--- config.mk ---
export PLATFORM = sky130hd
export DESIGN_NAME = mis_sequencer
export DESIGN_NICKNAME = d
export VERILOG_FILES = /design/src/rtl/mis_pkg.sv /design/src/rtl/mis_edge_latch.sv /design/src/rtl/mis_sequencer.sv
export SDC_FILE = /design/constraint.sdc
export NUM_CORES = 1
export LEC_CHECK = 0
export ABC_AREA = 1
export BUFFER_PORTS_ARGS = -buffer_cell sky130_fd_sc_hd__buf_4
export CORE_ASPECT_RATIO = 1.2
export CORE_MARGIN = 10
export CORE_UTILIZATION = 50
export DETAILED_ROUTE_END_ITERATION = 10
export PLACE_DENSITY_LB_ADDON = 0.05
export SLEW_MARGIN = 20
export SYNTH_ARGS = -nofsm -noshare
export SYNTH_HDL_FRONTEND = slang
export SYNTH_HIERARCHICAL = 1
export SYNTH_SLANG_ARGS = --single-unit
--- constraint.sdc ---
create_clock -name clk_i -period 2.1 [get_ports clk_i]
set_clock_uncertainty 0.05 [all_clocks]
set_input_delay 0 -clock clk_i [delete_from_list [all_inputs] [get_ports clk_i]]
set_output_delay 0 -clock clk_i [all_outputs]
set_load 0.02 [all_outputs]
--- src/rtl/mis_pkg.sv ---
// Constants and types for the interrupt sequencer of an 8-bit core.
// Assumes a 32-bit classic Wishbone register bus, word aligned.
package mis_pkg;

    // Register byte offsets
    localparam logic [7:0] MIS_OFS_CTRL     = 8'h00;
    localparam logic [7:0] MIS_OFS_SENSE    = 8'h04;
    localparam logic [7:0] MIS_OFS_ENABLE   = 8'h08;
    localparam logic [7:0] MIS_OFS_STATUS   = 8'h0C;
    localparam logic [7:0] MIS_OFS_ASSOC    = 8'h10;
    localparam logic [7:0] MIS_OFS_SUPPLY   = 8'h14;
    localparam logic [7:0] MIS_OFS_PIN_EN   = 8'h18;
    localparam logic [7:0] MIS_OFS_ACTIVE   = 8'h1C;

    // Source counts and indices (index 0 has highest priority)
    localparam int         MIS_NUM_EXT      = 2;
    localparam int         MIS_NUM_PERIPH   = 4;
    localparam int         MIS_NUM_SRC      = 7;
    localparam logic [2:0] MIS_SRC_PERIPH0  = 3'h2;
    localparam logic [2:0] MIS_SRC_SUPPLY   = 3'h6;
    localparam int         MIS_GROUP_PINS   = 4;

    // Sources allowed to end halt mode: the external lines only
    localparam logic [6:0] MIS_HALT_WAKE    = 7'h03;

    // Sensitivity codes per external source
    localparam logic [1:0] MIS_SENSE_FALL_LOW = 2'h0;
    localparam logic [1:0] MIS_SENSE_RISE     = 2'h1;
    localparam logic [1:0] MIS_SENSE_FALL     = 2'h2;
    localparam logic [1:0] MIS_SENSE_BOTH     = 2'h3;

    // Supply status register fields
    localparam int         MIS_SUP_FLAG_BIT = 0;
    localparam int         MIS_SUP_EN_BIT   = 1;

    // Vectors
    localparam logic [15:0] MIS_VEC_TRAP    = 16'hFFFC;
    localparam logic [15:0] MIS_VEC_TOP     = 16'hFFFA;
    localparam logic [15:0] MIS_VEC_STEP    = 16'h0002;

    // Stack slots, pushed in this order and popped in reverse
    localparam logic [1:0] MIS_SLOT_PC      = 2'h0;
    localparam logic [1:0] MIS_SLOT_CC      = 2'h3;

    // Reset values
    localparam logic       MIS_MASK_RST     = 1'b1;
    localparam logic [1:0] MIS_LINE_IDLE    = 2'h3;

    typedef enum logic [2:0] {
        MIS_RUN,
        MIS_PUSH,
        MIS_LOAD,
        MIS_POP,
        MIS_WAIT,
        MIS_HALT
    } mis_state_t;

endpackage : mis_pkg

--- src/rtl/mis_edge_latch.sv ---
// One external request line: sensitivity decode and request latch.
// Assumes the line is synchronous to clk_i.
`timescale 1ns/1ps
`default_nettype none
module mis_edge_latch
    import mis_pkg::*;
(
    // Clock and reset
    input  wire logic       clk_i,
    input  wire logic       rst_i,
    // Line and configuration
    input  wire logic       line_i,
    input  wire logic [1:0] sense_i,
    input  wire logic       clr_i,
    // Request
    output logic            req_o
);

    typedef struct packed {
        logic prev;
        logic latched;
    } mis_edge_t;

    mis_edge_t r;
    mis_edge_t next_r;
    logic      rise;
    logic      fall;
    logic      hit;

    always_comb begin
        next_r = r;
        rise   = line_i & ~r.prev;
        fall   = ~line_i & r.prev;
        case (sense_i)
            MIS_SENSE_RISE: hit = rise;
            MIS_SENSE_BOTH: hit = rise | fall;
            default:        hit = fall;
        endcase
        next_r.prev = line_i;
        // Edge latched; entry clears it but a new edge wins
        if (hit) begin
            next_r.latched = 1'b1;
        end else if (clr_i) begin
            next_r.latched = 1'b0;
        end
    end

    always_ff @(posedge clk_i) begin
        if (rst_i) begin
            r.prev    <= MIS_LINE_IDLE[0];
            r.latched <= 1'b0;
        end else begin
            r <= next_r;
        end
    end

    // Falling/low mode also requests while the line stays low
    assign req_o = r.latched | ((sense_i == MIS_SENSE_FALL_LOW) & ~r.prev);

endmodule : mis_edge_latch
`default_nettype wire

--- src/rtl/mis_sequencer.sv ---
// Interrupt sequencer: request latching, masking, priority, entry and
// return sequences, wait/halt wake-up, supply-level monitor interrupt.
// Assumes the core pulses the opcode inputs with instr_boundary_i and
// stalls while core_hold_o is high; registers on classic Wishbone.
//
// Notes on behaviour
// Maskable requests serviced only while mask flag clear; masked ones stay latched.
// After reset every source is disabled until software enables it.
// Entry starts only at the end of the current instruction.
// Entry pushes program counter, index, accumulator and condition codes.
// Entry sets the global mask flag.
// After the save the vector of the chosen source is loaded.
// Handler return pops the saved registers and clears the mask flag.
// Fixed priority picks among simultaneous pending requests.
// Any source wakes from wait; only external and designated ones from halt.
// Software exception starts entry whatever the mask flag.
// Each external source has a configurable sensitivity field.
// Edge requests latch and clear automatically on handler entry.
// Low level on any enabled grouped pin blocks the combined request.
// Peripheral flag interrupts only when unmasked and enabled, else stays pending.
// Software clears by writing 0 or status access then associated access.
// A finished clear sequence discards the pending request.
// Supply event interrupts only when enabled and unmasked.
// In wait the supply monitor runs and its interrupt ends wait.
// In halt the supply status freezes and cannot end halt.
// Entering wait clears the mask flag.
// Entering halt clears the mask flag, so pending requests wake at once; only enabled external-line requests wake halt here.
// After return, still-latched requests are arbitrated at the next boundary.
//
// Decided for this implementation: the register offsets and the Wishbone slave port.
`timescale 1ns/1ps
`default_nettype none
module mis_sequencer
    import mis_pkg::*;
(
    // Clock and reset
    input  wire logic        clk_i,
    input  wire logic        rst_i,
    // Wishbone slave
    input  wire logic        wb_cyc_i,
    input  wire logic        wb_stb_i,
    input  wire logic        wb_we_i,
    input  wire logic [7:0]  wb_adr_i,
    input  wire logic [3:0]  wb_sel_i,
    input  wire logic [31:0] wb_dat_i,
    output logic [31:0]      wb_dat_o,
    output logic             wb_ack_o,
    // Core instruction events, valid with instr_boundary_i
    input  wire logic        instr_boundary_i,
    input  wire logic        trap_opcode_i,
    input  wire logic        return_from_handler_i,
    input  wire logic        mask_opcode_i,
    input  wire logic        unmask_opcode_i,
    input  wire logic        wait_entry_opcode_i,
    input  wire logic        halt_opcode_i,
    // Core control
    output logic             core_hold_o,
    output logic             stack_push_o,
    output logic             stack_pop_o,
    output logic [1:0]       stack_sel_o,
    output logic             vector_load_o,
    output logic [15:0]      program_counter_o,
    output logic             condition_mask_o,
    output logic             wait_mode_o,
    output logic             halt_mode_o,
    // Interrupt sources
    input  wire logic [3:0]  group_pins_i,
    input  wire logic        external_request_line_i,
    input  wire logic [3:0]  periph_event_i,
    input  wire logic        supply_level_event_i
);

    typedef struct packed {
        mis_state_t  state;
        logic [1:0]  cnt;
        logic [2:0]  src;
        logic        is_trap;
        logic        mask;
        logic [3:0]  sense;
        logic [3:0]  pin_en;
        logic [5:0]  enable;
        logic [3:0]  pflag;
        logic [3:0]  armed;
        logic        sup_flag;
        logic        sup_en;
        logic        ack;
        logic [31:0] rdata;
        logic        push;
        logic        pop;
        logic [1:0]  sel;
        logic        vload;
        logic [15:0] vector;
    } mis_regs_t;

    mis_regs_t r;
    mis_regs_t next_r;

    logic [1:0] ext_line;
    logic [1:0] ext_req;
    logic [1:0] ext_clr;
    logic [6:0] pending;
    logic [6:0] active;
    logic [6:0] halt_active;
    logic [2:0] win;
    logic [2:0] halt_win;
    logic       bus_req;
    logic       wr_hit;
    logic       rd_hit;

    // Grouped pins: any enabled pin held low keeps the combined line low
    assign ext_line[0] = &(group_pins_i | ~r.pin_en);
    assign ext_line[1] = external_request_line_i;

    // Per-line sensitivity and edge latch
    genvar gi;
    generate
        for (gi = 0; gi < MIS_NUM_EXT; gi++) begin : g_ext
            mis_edge_latch u_edge (
                .clk_i   (clk_i),
                .rst_i   (rst_i),
                .line_i  (ext_line[gi]),
                .sense_i (r.sense[2*gi +: 2]),
                .clr_i   (ext_clr[gi]),
                .req_o   (ext_req[gi])
            );
        end
    endgenerate

    // Lowest index wins
    function automatic logic [2:0] mis_pick(input logic [6:0] v);
        logic [2:0] idx;
        idx = 3'h0;
        for (int i = MIS_NUM_SRC - 1; i >= 0; i--) begin
            if (v[i]) begin
                idx = 3'(i);
            end
        end
        return idx;
    endfunction : mis_pick

    always_comb begin
        // Pending requests gated by per-source enables
        pending     = {r.sup_flag, r.pflag, ext_req};
        active      = pending & {r.sup_en, r.enable};
        halt_active = active & MIS_HALT_WAKE;
        win         = mis_pick(active);
        halt_win    = mis_pick(halt_active);
        bus_req     = wb_cyc_i & wb_stb_i;
        wr_hit      = bus_req & wb_we_i & r.ack & wb_sel_i[0];
        rd_hit      = bus_req & ~wb_we_i & r.ack;
    end

    always_comb begin
        next_r       = r;
        ext_clr      = 2'h0;
        next_r.push  = 1'b0;
        next_r.pop   = 1'b0;
        next_r.vload = 1'b0;

        // Bus slave: one wait state, ack drops after one cycle
        next_r.ack = bus_req & ~r.ack;
        case (wb_adr_i)
            MIS_OFS_CTRL:   next_r.rdata = {31'h0, r.mask};
            MIS_OFS_SENSE:  next_r.rdata = {28'h0, r.sense};
            MIS_OFS_ENABLE: next_r.rdata = {26'h0, r.enable};
            MIS_OFS_STATUS: next_r.rdata = {28'h0, r.pflag};
            MIS_OFS_SUPPLY: next_r.rdata = {30'h0, r.sup_en, r.sup_flag};
            MIS_OFS_PIN_EN: next_r.rdata = {28'h0, r.pin_en};
            MIS_OFS_ACTIVE: next_r.rdata = {25'h0, active};
            default:        next_r.rdata = 32'h0000_0000;
        endcase

        if (wr_hit) begin
            case (wb_adr_i)
                MIS_OFS_SENSE:  next_r.sense  = wb_dat_i[3:0];
                MIS_OFS_ENABLE: next_r.enable = wb_dat_i[5:0];
                MIS_OFS_PIN_EN: next_r.pin_en = wb_dat_i[3:0];
                // Writing 0 clears a flag; writing 1 leaves it
                MIS_OFS_STATUS: next_r.pflag  = r.pflag & wb_dat_i[3:0];
                MIS_OFS_SUPPLY: begin
                    // Supply status frozen while halted
                    if (r.state != MIS_HALT) begin
                        next_r.sup_flag = r.sup_flag & wb_dat_i[MIS_SUP_FLAG_BIT];
                        next_r.sup_en   = wb_dat_i[MIS_SUP_EN_BIT];
                    end
                end
                default: ;
            endcase
        end

        // Clear sequence: status access arms set flags, associated access clears
        if (r.ack && bus_req) begin
            if (wb_adr_i == MIS_OFS_STATUS) begin
                next_r.armed = r.pflag;
            end else if (wb_adr_i == MIS_OFS_ASSOC) begin
                next_r.pflag = next_r.pflag & ~r.armed;
                next_r.armed = 4'h0;
            end
        end

        // New events win over any clear in the same cycle
        next_r.pflag = next_r.pflag | periph_event_i;
        // Monitor keeps running in wait, inactive in halt
        if (supply_level_event_i && r.state != MIS_HALT) begin
            next_r.sup_flag = 1'b1;
        end

        case (r.state)
            MIS_RUN: begin
                if (instr_boundary_i) begin
                    if (trap_opcode_i) begin
                        // Unconditional entry
                        next_r.is_trap = 1'b1;
                        next_r.mask    = 1'b1;
                        next_r.cnt     = 2'h0;
                        next_r.state   = MIS_PUSH;
                    end else if (return_from_handler_i) begin
                        next_r.cnt   = 2'h0;
                        next_r.state = MIS_POP;
                    end else if (wait_entry_opcode_i) begin
                        next_r.mask  = 1'b0;
                        next_r.state = MIS_WAIT;
                    end else if (halt_opcode_i) begin
                        next_r.mask  = 1'b0;
                        next_r.state = MIS_HALT;
                    end else if (mask_opcode_i) begin
                        next_r.mask = 1'b1;
                    end else if (unmask_opcode_i) begin
                        next_r.mask = 1'b0;
                    end else if (!r.mask && active != 7'h00) begin
                        // Serviced only when unmasked
                        next_r.is_trap = 1'b0;
                        next_r.src     = win;
                        next_r.mask    = 1'b1;
                        next_r.cnt     = 2'h0;
                        next_r.state   = MIS_PUSH;
                        if (win < 3'(MIS_NUM_EXT)) begin
                            ext_clr[win[0]] = 1'b1;
                        end
                    end
                end
            end
            MIS_WAIT: begin
                // Any enabled source ends wait
                if (active != 7'h00) begin
                    next_r.is_trap = 1'b0;
                    next_r.src     = win;
                    next_r.mask    = 1'b1;
                    next_r.cnt     = 2'h0;
                    next_r.state   = MIS_PUSH;
                    if (win < 3'(MIS_NUM_EXT)) begin
                        ext_clr[win[0]] = 1'b1;
                    end
                end
            end
            MIS_HALT: begin
                // Only external lines end halt
                if (halt_active != 7'h00) begin
                    next_r.is_trap  = 1'b0;
                    next_r.src      = halt_win;
                    next_r.mask     = 1'b1;
                    next_r.cnt      = 2'h0;
                    next_r.state    = MIS_PUSH;
                    ext_clr[halt_win[0]] = 1'b1;
                end
            end
            MIS_PUSH: begin
                // Program counter, index, accumulator, condition codes
                next_r.push = 1'b1;
                next_r.sel  = MIS_SLOT_PC + r.cnt;
                next_r.cnt  = r.cnt + 2'h1;
                if (r.cnt == MIS_SLOT_CC) begin
                    next_r.state = MIS_LOAD;
                end
            end
            MIS_LOAD: begin
                // Vector of the chosen source
                next_r.vload  = 1'b1;
                next_r.vector = r.is_trap ? MIS_VEC_TRAP
                              : MIS_VEC_TOP - (MIS_VEC_STEP * {13'h0, r.src});
                next_r.state  = MIS_RUN;
            end
            MIS_POP: begin
                // Restore in reverse order, then unmask
                next_r.pop = 1'b1;
                next_r.sel = MIS_SLOT_CC - r.cnt;
                next_r.cnt = r.cnt + 2'h1;
                if (r.cnt == MIS_SLOT_CC) begin
                    next_r.mask  = 1'b0;
                    next_r.state = MIS_RUN;
                end
            end
            default: next_r.state = MIS_RUN;
        endcase
    end

    always_ff @(posedge clk_i) begin
        if (rst_i) begin
            r.state    <= MIS_RUN;
            r.cnt      <= 2'h0;
            r.src      <= 3'h0;
            r.is_trap  <= 1'b0;
            r.mask     <= MIS_MASK_RST;
            r.sense    <= 4'h0;
            r.pin_en   <= 4'h0;
            r.enable   <= 6'h00;
            r.pflag    <= 4'h0;
            r.armed    <= 4'h0;
            r.sup_flag <= 1'b0;
            r.sup_en   <= 1'b0;
            r.ack      <= 1'b0;
            r.rdata    <= 32'h0000_0000;
            r.push     <= 1'b0;
            r.pop      <= 1'b0;
            r.sel      <= 2'h0;
            r.vload    <= 1'b0;
            r.vector   <= 16'h0000;
        end else begin
            r <= next_r;
        end
    end

    assign wb_ack_o          = r.ack;
    assign wb_dat_o          = r.rdata;
    assign core_hold_o       = (r.state != MIS_RUN) | r.vload;
    assign stack_push_o      = r.push;
    assign stack_pop_o       = r.pop;
    assign stack_sel_o       = r.sel;
    assign vector_load_o     = r.vload;
    assign program_counter_o = r.vector;
    assign condition_mask_o  = r.mask;
    assign wait_mode_o       = (r.state == MIS_WAIT);
    assign halt_mode_o       = (r.state == MIS_HALT);

endmodule : mis_sequencer
`default_nettype wire

==> flow_summary.json, run 1 <==
{
  "result_of_the_run": "finished clean",
  "synthCells": 493,
  "synthesis.area_per_instance_um2": 6.845,
  "synth.yosys.seq_area_share": 0.3322,
  "floorplan.initialDensity": 0.5203,
  "crit_path_cell_trace": "inv_1 -> nand2_1 -> o21bai_1 -> nand2_1 -> buf_4 -> nand3_1 -> nand2_1 -> nor3_1 -> nand2_1 -> nand2_1 -> inv_1 -> nand2_1 -> nand2_1 -> nor2_1 -> nor2_1",
  "synth-seq-cells": 56,
  "holdCritPathClass": "input pin to flop",
  "cts_max_path_buffers": 2,
  "design_power_total_w": 0.003427,
  "final.fill_count": 657,
  "worst_pin_slew_ps": 514.7,
  "placement_rows": 32,
  "tns_ps": 0,
  "place_congestion": 0.8916,
  "layout-area-overhead-vs-synth_pct": 18.98,
  "synth_enable_flop_cells": 0,
  "die_w_um": 95.00,
  "place.detailed.instances": 623,
  "report.final.slew_viol_count": 0,
  "timing.final.hold_violations": 0,
  "powerDensity_nw_per_um2": 853.4,
  "number_of_antenna_violations_at_the_first_check_in_global_routing": 0,
  "async_reset_ff_frac": 0,
  "multiInputGateArea_um2": 1737,
  "pin_count_of_the_biggest_net_entering_global_routing": 29,
  "overflow": 0,
  "report.final.setup_viol": 0,
  "cts_root_buffer": "clkbuf_8",
  "synthTopCellsByArea": "dfxtp_1 (33%), buf_4 (11%), nand2_1 (10%)",
  "via_per_inst": 4.888,
  "timing.slew.headroom": 0.6550,
  "ys_warn_count": 6,
  "route.vias.total": 3172,
  "instances_no_fill": 649,
  "postSynth.topFlopCell": "dfxtp_1",
  "fp.dieArea_um2": 10450,
  "detail_route.iter0.violations": 109,
  "placeableCoreArea_um2": 6486,
  "synth_cell_type_count": 36,
  "route.final.wire_length_um": 8554,
  "clock_sinks": 56,
  "synth_area_um2": 3374,
  "dpl_hpwl_um": 6738,
  "pin_count": 124,
  "routed_wire_length_per_instance_um": 13.18,
  "n_antenna_cell": 0,
  "cp-end-kind": "flop",
  "area.sequential_um2": 1121,
  "achievable-frequency_ghz": 0.5332,
  "fin_worst_hold_slack_ps": 47.93,
  "global_route_wire_length_before_repair_um": 14100,
  "nets": 635,
  "synth_largest_type_area_fraction": 0.3322,
  "criticalPathCategory": "flop to flop",
  "critical_path.slowest_cell": "dfxtp_1",
  "clkSlewWorstSetupHoldPaths_ps": 110,
  "dieHeight_um": 110.0,
  "htree_levels": 2,
  "detailedRoute.firstPassIterationCount": 4,
  "most_prevalent_standard_cell_on_the_critical_path": "nand2_1",
  "numCtsBuffers": 5,
  "r2r_slack_ps": 220,
  "final_layout_size_suffix_gt1_frac": 0.2216,
  "cap_violations": 0,
  "clk-insertion-delay-late_ps": 310,
  "grt_pass1_vias": 3105,
  "cts_tree": "built",
  "cp_max_stage_delay_ps": 350,
  "final.min_clock_period_ps": 1875,
  "grtUsageTotal": 0.1649,
  "io_buffers": 68,
  "dominant_cell_type_by_area_after_synthesis": "dfxtp_1",
  "setup.worst_path.start_class": "flop",
  "timing.critical_path.fanout_max": 4,
  "period_share": 0.8930,
  "p_leak_nw": 1.878,
  "rsz0062_at_grt": "no",
  "route.detailed.drc": 0,
  "postLayoutCoreUtil": 0.6190,
  "cp.required_ps": 2250,
  "drt.antenna.violating_nets": 0,
  "crit_arrival_ps": 2030,
  "worst_ir_drop_vdd_uv": 667.7
}
==> layout make-up <==
type / instances / area share
Multi-Input combinational cell: 349 / 0.4325
Inverter: 59 / 0.05516
Tap cell: 85 / 0.02649
Clock inverter: 2 / 0.003428
Sequential cell: 56 / 0.2792
Timing Repair Buffer: 92 / 0.1826
Clock buffer: 6 / 0.02057
==> critical path, delay by kind of cell, from the launching register on <==
kind	cells	cell delay, ps
AO/OA/AOI/OAI	1	180
buffers and inverters	3	260
flip-flops	1	350
AND/OR/NAND/NOR	11	920
==> path summary, 6_finish.rpt <==
path	start	to	cells past startpoint
max	r[74]	g_ext[0].u_edge/r[0]	15
min	wb_adr_i[4]	wb_dat_o[4]	4
max reg2reg	r[74]	g_ext[0].u_edge/r[0]	15
min reg2reg	wb_ack_o	wb_ack_o	1
==> Yosys cell counts, types with 2 or more instances <==
library cell  count
o21bai_1          3
nand3_2           2
nand4_1           4
buf_4            50
clkbuf_1          3
nor2_1           70
nor2_4            3
nand2_1          94
nor2_8            2
o22ai_1           4
nor2_2            9
o211ai_1          2
dfxtp_1          56
o21ai_1           5
inv_1            49
a31oi_1           4
nor3_1            8
nand2_2           5
or2_2             3
nand3_1          29
ha_1              6
inv_2             9
a21oi_1          33
nand3_4           2
o21ai_0          27
==> cell families (layout without fill, tap and decap cells) <==
kind of cell,Yosys count,in the layout,synth area share
AND/OR/NAND/NOR,234,234,0.3252
buffers and inverters,113,159,0.1843
AO/OA/AOI/OAI,83,83,0.1350
flip-flops,56,56,0.3322
adder cells (fa/ha/maj),6,6,0.02225
other,1,26,0.001111
==> power breakdown <==
| group | leakage [nW] | total [W] | switching (W) | internal, W |
|---|---|---|---|---|
| sequential | 0.456 | 0.00129 | 0.0000996 | 0.00119 |
| combinational | 1.37 | 0.00151 | 0.000927 | 0.000585 |
| clock | 0.0516 | 0.000628 | 0.000358 | 0.000271 |
| total | 1.88 | 0.00343 | 0.00138 | 0.00204 |
==> flip-flops by register name, summed over array words and instances (netlist names) <==
register	count
wb_dat_o	7
r	28
wb_ack_o	1
stack_sel_o	2
stack_pop_o	1
g_ext.u_edge/r	4
pending	5
program_counter_o	5
stack_push_o	1
condition_mask_o	1
vector_load_o	1
==> what timing repair did <==
action	4_1_cts	5_1_grt
gates resized for setup	0	3
setup endpoints to repair	0	2
buffers inserted	0	1
hold endpoints to repair	28	0
hold buffers	17	0
==> metal layers <==
metal / global-route usage / wire length (um)
met5: 0 / 0
met4: 0.07495 / 253
met3: 0.03112 / 551
met2: 0.2957 / 4251
met1: 0.1847 / 3498
==> placed cells by master (no fill, tap or decap), types with 9 or more instances in the layout <==
cell and instances:
nand3_1 28, o21ai_0 27, buf_4 75, nor2_1 70
dlygate4sd3_1 17, inv_1 49, nand2_1 93, conb_1 26
dfxtp_1 56, nor2_2 9, inv_2 9, a21oi_1 33
==> through the flow <==
stage	setup WS, ps	cell area, um^2
finish	224.6	4015
global route	7.027	4015
CTS	160.7	3996
detailed placement	189.3	3730
global placement	232.2	3730
floorplan	354.2	3468
Note: power is estimated with default switching activity, not from simulation.
==> inputs of run 2 (changes only) <==
CORE_UTILIZATION = 54   (was 50)
GPL_ROUTABILITY_DRIVEN = 1   (was not set)
TNS_END_PERCENT = 1   (was not set)
clock period = 2.4 ns   (was 2.1 ns; I/O delays follow)
==> flow_summary.json, run 2 (synthesis results as in run 1) <==
{
  "report.final.setup_viol": 0,
  "postCtsResizedCells": 0,
  "htree_levels": 2,
  "powerDensity_nw_per_um2": 746.5,
  "placement_rows": 31,
  "route.vias.total": 3162,
  "top_register": "r",
  "tns_ps": 0,
  "fp.dieArea_um2": 9824,
  "report.final.slew_viol_count": 0,
  "floorplan.initialDensity": 0.5577,
  "timing.critical_path.fanout_max": 7,
  "dieHeight_um": 106.6,
  "mostFrequentLayoutCell": "nand2_1",
  "p_leak_nw": 1.849,
  "placeableCoreArea_um2": 6051,
  "global_route_wire_length_before_repair_um": 13680,
  "hold_buffers": 18,
  "buffers_inserted_by_post_cts_timing_repair": 0,
  "number_of_antenna_violations_at_the_first_check_in_global_routing": 0,
  "cp.required_ps": 2570,
  "die_w_um": 92.17,
  "result_of_the_run": "finished clean",
  "final.fill_count": 568,
  "pin_count": 124,
  "numCtsBuffers": 5,
  "cts_tree": "built",
  "cts_root_buffer": "clkbuf_8",
  "achievable-frequency_ghz": 0.4723,
  "io_buffers": 68,
  "reg_power_frac": 0.387,
  "largest_register_ff_count": 28,
  "layout-area-overhead-vs-synth_pct": 17.32,
  "grt_pass1_vias": 3060,
  "final_layout_size_suffix_gt1_frac": 0.2075,
  "routed_wire_length_per_instance_um": 13.01,
  "overflow": 0,
  "design_area_um2": 3959,
  "clkSlewWorstSetupHoldPaths_ps": 110,
  "clock_sinks": 56,
  "power_frac_clock": 0.175,
  "timing.final.hold_violations": 0,
  "via_per_inst": 4.925,
  "grtUsageTotal": 0.1643,
  "worst_ir_drop_vdd_uv": 625.2,
  "detailedRoute.firstPassIterationCount": 4,
  "power_report.internal_total_w": 0.001744,
  "detail_route.iter0.violations": 191,
  "cp-end-kind": "flop",
  "switching_share_of_power": 0.4099,
  "combPwrFrac": 0.438,
  "place_congestion": 0.9078,
  "dpl-instance-area_um2": 3689,
  "final_cell_mix": "nand2_1 (94), nor2_1 (70), buf_4 (69)",
  "holdCritPathClass": "input pin to flop",
  "pin_count_of_the_biggest_net_entering_global_routing": 29,
  "drt.antenna.violating_nets": 0,
  "power.net_switching_w": 0.001211,
  "period_share": 0.8823,
  "cap_violations": 0,
  "cts_max_path_buffers": 2,
  "final.min_clock_period_ps": 2117,
  "fin_worst_hold_slack_ps": 40.41,
  "route.final.wire_length_um": 8351,
  "dpl_hpwl_um": 6451,
  "rsz0062_at_grt": "no",
  "setup.worst_path.start_class": "flop",
  "crit_arrival_ps": 2280,
  "nets": 630,
  "timing.slew.headroom": 0.6626,
  "criticalPathCategory": "flop to flop",
  "route.detailed.drc": 0,
  "clk-insertion-delay-late_ps": 320,
  "worst_pin_slew_ps": 503.4
}
## run 2: cell count changes in the layout (fill, tap and decap cells not counted), sizes merged
cell,before,now
clkbuf,6,5
diode,0,1
inv,59,58
dlygate4sd3,17,18
buf,75,69
clkinv,2,4
## run 2: path summary, 6_finish.rpt
path	to	slack, ps	depth (start not counted)	start
setup / recovery	pending[6]	280	8	wb_ack_o
hold / removal	wb_dat_o[4]	40	4	wb_adr_i[4]
hold reg to reg	wb_dat_o[4]	410	2	r[68]
setup reg to reg	pending[6]	280	8	wb_ack_o
## run 2: metal layers
layer,up-vias,global-route usage,share of wire
li1,1635,-,-
met1,1402,0.1788,0.41
met2,99,0.2768,0.48
met3,26,0.04606,0.064
met4,0,0.1015,0.041
met5,-,0,0
## run 2: worst max-delay path, cell delays in order (launching register included)
cell           delay [ps]
dfxtp_1               380
nand3_1               110
inv_1                 170
nand3_2               220
inv_1                 170
nand3_1               110
o21ai_0               170
a21oi_1                80
dlygate4sd3_1         560
## run 2: area by class of cell
class | count | area [um^2] | area share
multi-input combinational | 349 | 1725 | 0.4358
tap | 82 | 102.6 | 0.02592
clock buffer | 5 | 68.82 | 0.01738
sequential | 56 | 1121 | 0.2832
antenna | 1 | 2.502 | 0.0006321
clock inverter | 3 | 18.77 | 0.004741
timing repair buffer | 87 | 698.2 | 0.1764
inverter | 59 | 221.5 | 0.05594
## run 2: per-stage QoR
stage                     total power, W  setup slack, ps    util  instances
after floorplan                 0.002198            654.2       -        518
after global placement          0.002426            404.2  0.6096        615
after detailed placement        0.002436            326.7  0.6096        615
after CTS                       0.002979            305.8  0.6538        641
after global routing            0.003143            26.58  0.6538        641
final                           0.002955            282.5  0.6543        642
## run 2: power by group through the flow
stage	registers (W)	clock network, W	logic [W]
after global routing	0.00116	0.000563	0.00142
after detailed placement	0.00116	0	0.00127
after global placement	0.00116	0	0.00127
final	0.00114	0.000517	0.00129
after floorplan	0.00116	0	0.00104
after CTS	0.00114	0.000534	0.00130
==> inputs of run 3 (changes only) <==
CORE_UTILIZATION = 27   (was 54)
CTS_CLUSTER_SIZE = 14   (was not set)
==> flow_summary.json, run 3 (synthesis results as in run 1) <==
{
  "result_of_the_run": "finished clean",
  "overflow": 0,
  "via_per_inst": 4.291,
  "dpl-instance-area_um2": 3795,
  "n_antenna_cell": 0,
  "route.final.wire_length_um": 9712,
  "timing.final.hold_violations": 0,
  "setup.worst_path.start_class": "flop",
  "cts_max_path_buffers": 2,
  "drt.antenna.violating_nets": 0,
  "placement_rows": 44,
  "cts_tree": "built",
  "r2r_slack_ps": 300,
  "report.final.slew_viol_count": 0,
  "tns_ps": 0,
  "cp-end-kind": "flop",
  "powerDensity_nw_per_um2": 842.6,
  "period_share": 0.8749,
  "report.final.setup_viol": 0,
  "clock_sinks": 56,
  "postCtsResizedCells": 0,
  "routed_wire_length_per_instance_um": 13.53,
  "htree_levels": 2,
  "number_of_antenna_violations_at_the_first_check_in_global_routing": 0,
  "wl_met2_um": 4774,
  "achievable-frequency_ghz": 0.4762,
  "power_report.internal_total_w": 0.002241,
  "final.min_clock_period_ps": 2100,
  "top_register": "r",
  "detail_route.iter0.violations": 100,
  "final_layout_size_suffix_gt1_frac": 0.2101,
  "mostFrequentLayoutCell": "nand2_1",
  "power_frac_clock": 0.303,
  "pin_count_of_the_biggest_net_entering_global_routing": 27,
  "largest_register_ff_count": 28,
  "holdCritPathClass": "input pin to flop",
  "detailedRoute.firstPassIterationCount": 4,
  "io_buffers": 68,
  "combPwrFrac": 0.370,
  "criticalPathCategory": "flop to flop",
  "floorplan.initialDensity": 0.2774,
  "layout-area-overhead-vs-synth_pct": 23.29,
  "route.vias.total": 3081,
  "die_w_um": 122.1,
  "cap_violations": 0,
  "route.top_layer_used": "met4",
  "worst_pin_slew_ps": 517.2,
  "reg_power_frac": 0.327,
  "clk-insertion-delay-late_ps": 300,
  "p_leak_nw": 1.896,
  "wl_met1_um": 4335,
  "fp.dieArea_um2": 17390,
  "buffers_inserted_by_post_cts_timing_repair": 0,
  "grt_pass1_vias": 3064,
  "clkSlewWorstSetupHoldPaths_ps": 70,
  "numCtsBuffers": 5,
  "crit_arrival_ps": 2230,
  "dpl_hpwl_um": 7719,
  "worst_ir_drop_vdd_uv": 434.8,
  "switching_share_of_power": 0.3607,
  "global_route_wire_length_before_repair_um": 15730,
  "pin_count": 124,
  "final.fill_count": 1345,
  "hold_buffers": 15,
  "cts_root_buffer": "clkbuf_16",
  "cp-startpoint": "r[74]",
  "rsz0062_at_grt": "no",
  "placeableCoreArea_um2": 12170,
  "regToRegEndpoint": "g_ext[1].u_edge/r[0]",
  "route.detailed.drc": 0,
  "cp.required_ps": 2530,
  "grtUsageTotal": 0.1113,
  "nets": 628,
  "place_congestion": 0.8285,
  "r2r_cells": 16,
  "power.net_switching_w": 0.001264,
  "timing.critical_path.fanout_max": 5,
  "met3RoutedLength_um": 487,
  "final_cell_mix": "nand2_1 (94), nor2_1 (70), buf_4 (70)",
  "postLayoutCoreUtil": 0.3419,
  "dieHeight_um": 142.5,
  "timing.slew.headroom": 0.6533,
  "timing.critical_path.to": "g_ext[1].u_edge/r[0]",
  "design_area_um2": 4160,
  "r2r-start": "r[74]"
}
run 3: cell types whose count changed in the layout (fill, tap and decap cells not counted), sizes merged:
cell,change
diode,-1
clkinv,-3
buf,+1
bufinv,+3
dlygate4sd3,-3
run 3: stage by stage:
stage / hold slack (ps) / worst slack (ps) / std cells / power (W)
after global routing: 44.22 / 52.49 / 718 / 0.003737
after global placement: 161.9 / 330.4 / 695 / 0.002482
after CTS: 8.105 / 255.0 / 718 / 0.003566
after detailed placement: 165.2 / 288.9 / 695 / 0.002466
final: 18.68 / 300.2 / 718 / 0.003505
after floorplan: 22.38 / 654.2 / 518 / 0.002198
run 3: layout make-up:
class                   instances  area [um^2]  area share
flip-flops and latches         56         1121      0.2695
clock buffers                   5        125.1     0.03008
inverters                      59        221.5     0.05323
clock inverters                 3        90.09     0.02165
repair buffers                 85        675.6      0.1624
well taps                     161        201.4     0.04842
multi-input cells             349         1725      0.4147
run 3: critical path: stages, from the launching register on:
cell	delay, ps
dfxtp_1	340
inv_1	80
nand2_1	50
o21bai_1	160
nand2_1	160
nand2_2	150
nor2_2	70
nand2_1	120
nand3_1	130
o21ai_1	200
nand2_1	80
o21ai_1	100
inv_1	50
nand2_1	50
nand2_1	50
nor2_1	100
nor2_1	40
run 3: power by group through the flow:
stage	clock network, W	logic, W	registers (W)
finish	0.00106	0.00130	0.00115
global route	0.00112	0.00145	0.00116
CTS	0.00109	0.00132	0.00115
detailed placement	0	0.00130	0.00117
global placement	0	0.00131	0.00117
floorplan	0	0.00104	0.00116
run 3: how the worst min path moves through the flow:
| stage | endpoint | startpoint | cells past startpoint |
|---|---|---|---|
| floorplan | g_ext[0].u_edge/r[0] | rst_i | 1 |
| global placement | g_ext[1].u_edge/r[1] | external_request_line_i | 2 |
| detailed placement | g_ext[1].u_edge/r[1] | external_request_line_i | 2 |
| CTS | r[79] | trap_opcode_i | 5 |
| global route | stack_pop_o | rst_i | 2 |
| finish | r[79] | trap_opcode_i | 5 |
run 3: metal layers:
metal / vias to the layer above / track usage
met2: 52 / 0.1876
met5: - / 0
met3: 5 / 0.02898
li1: 1630 / -
met4: 0 / 0.03168
met1: 1394 / 0.1355
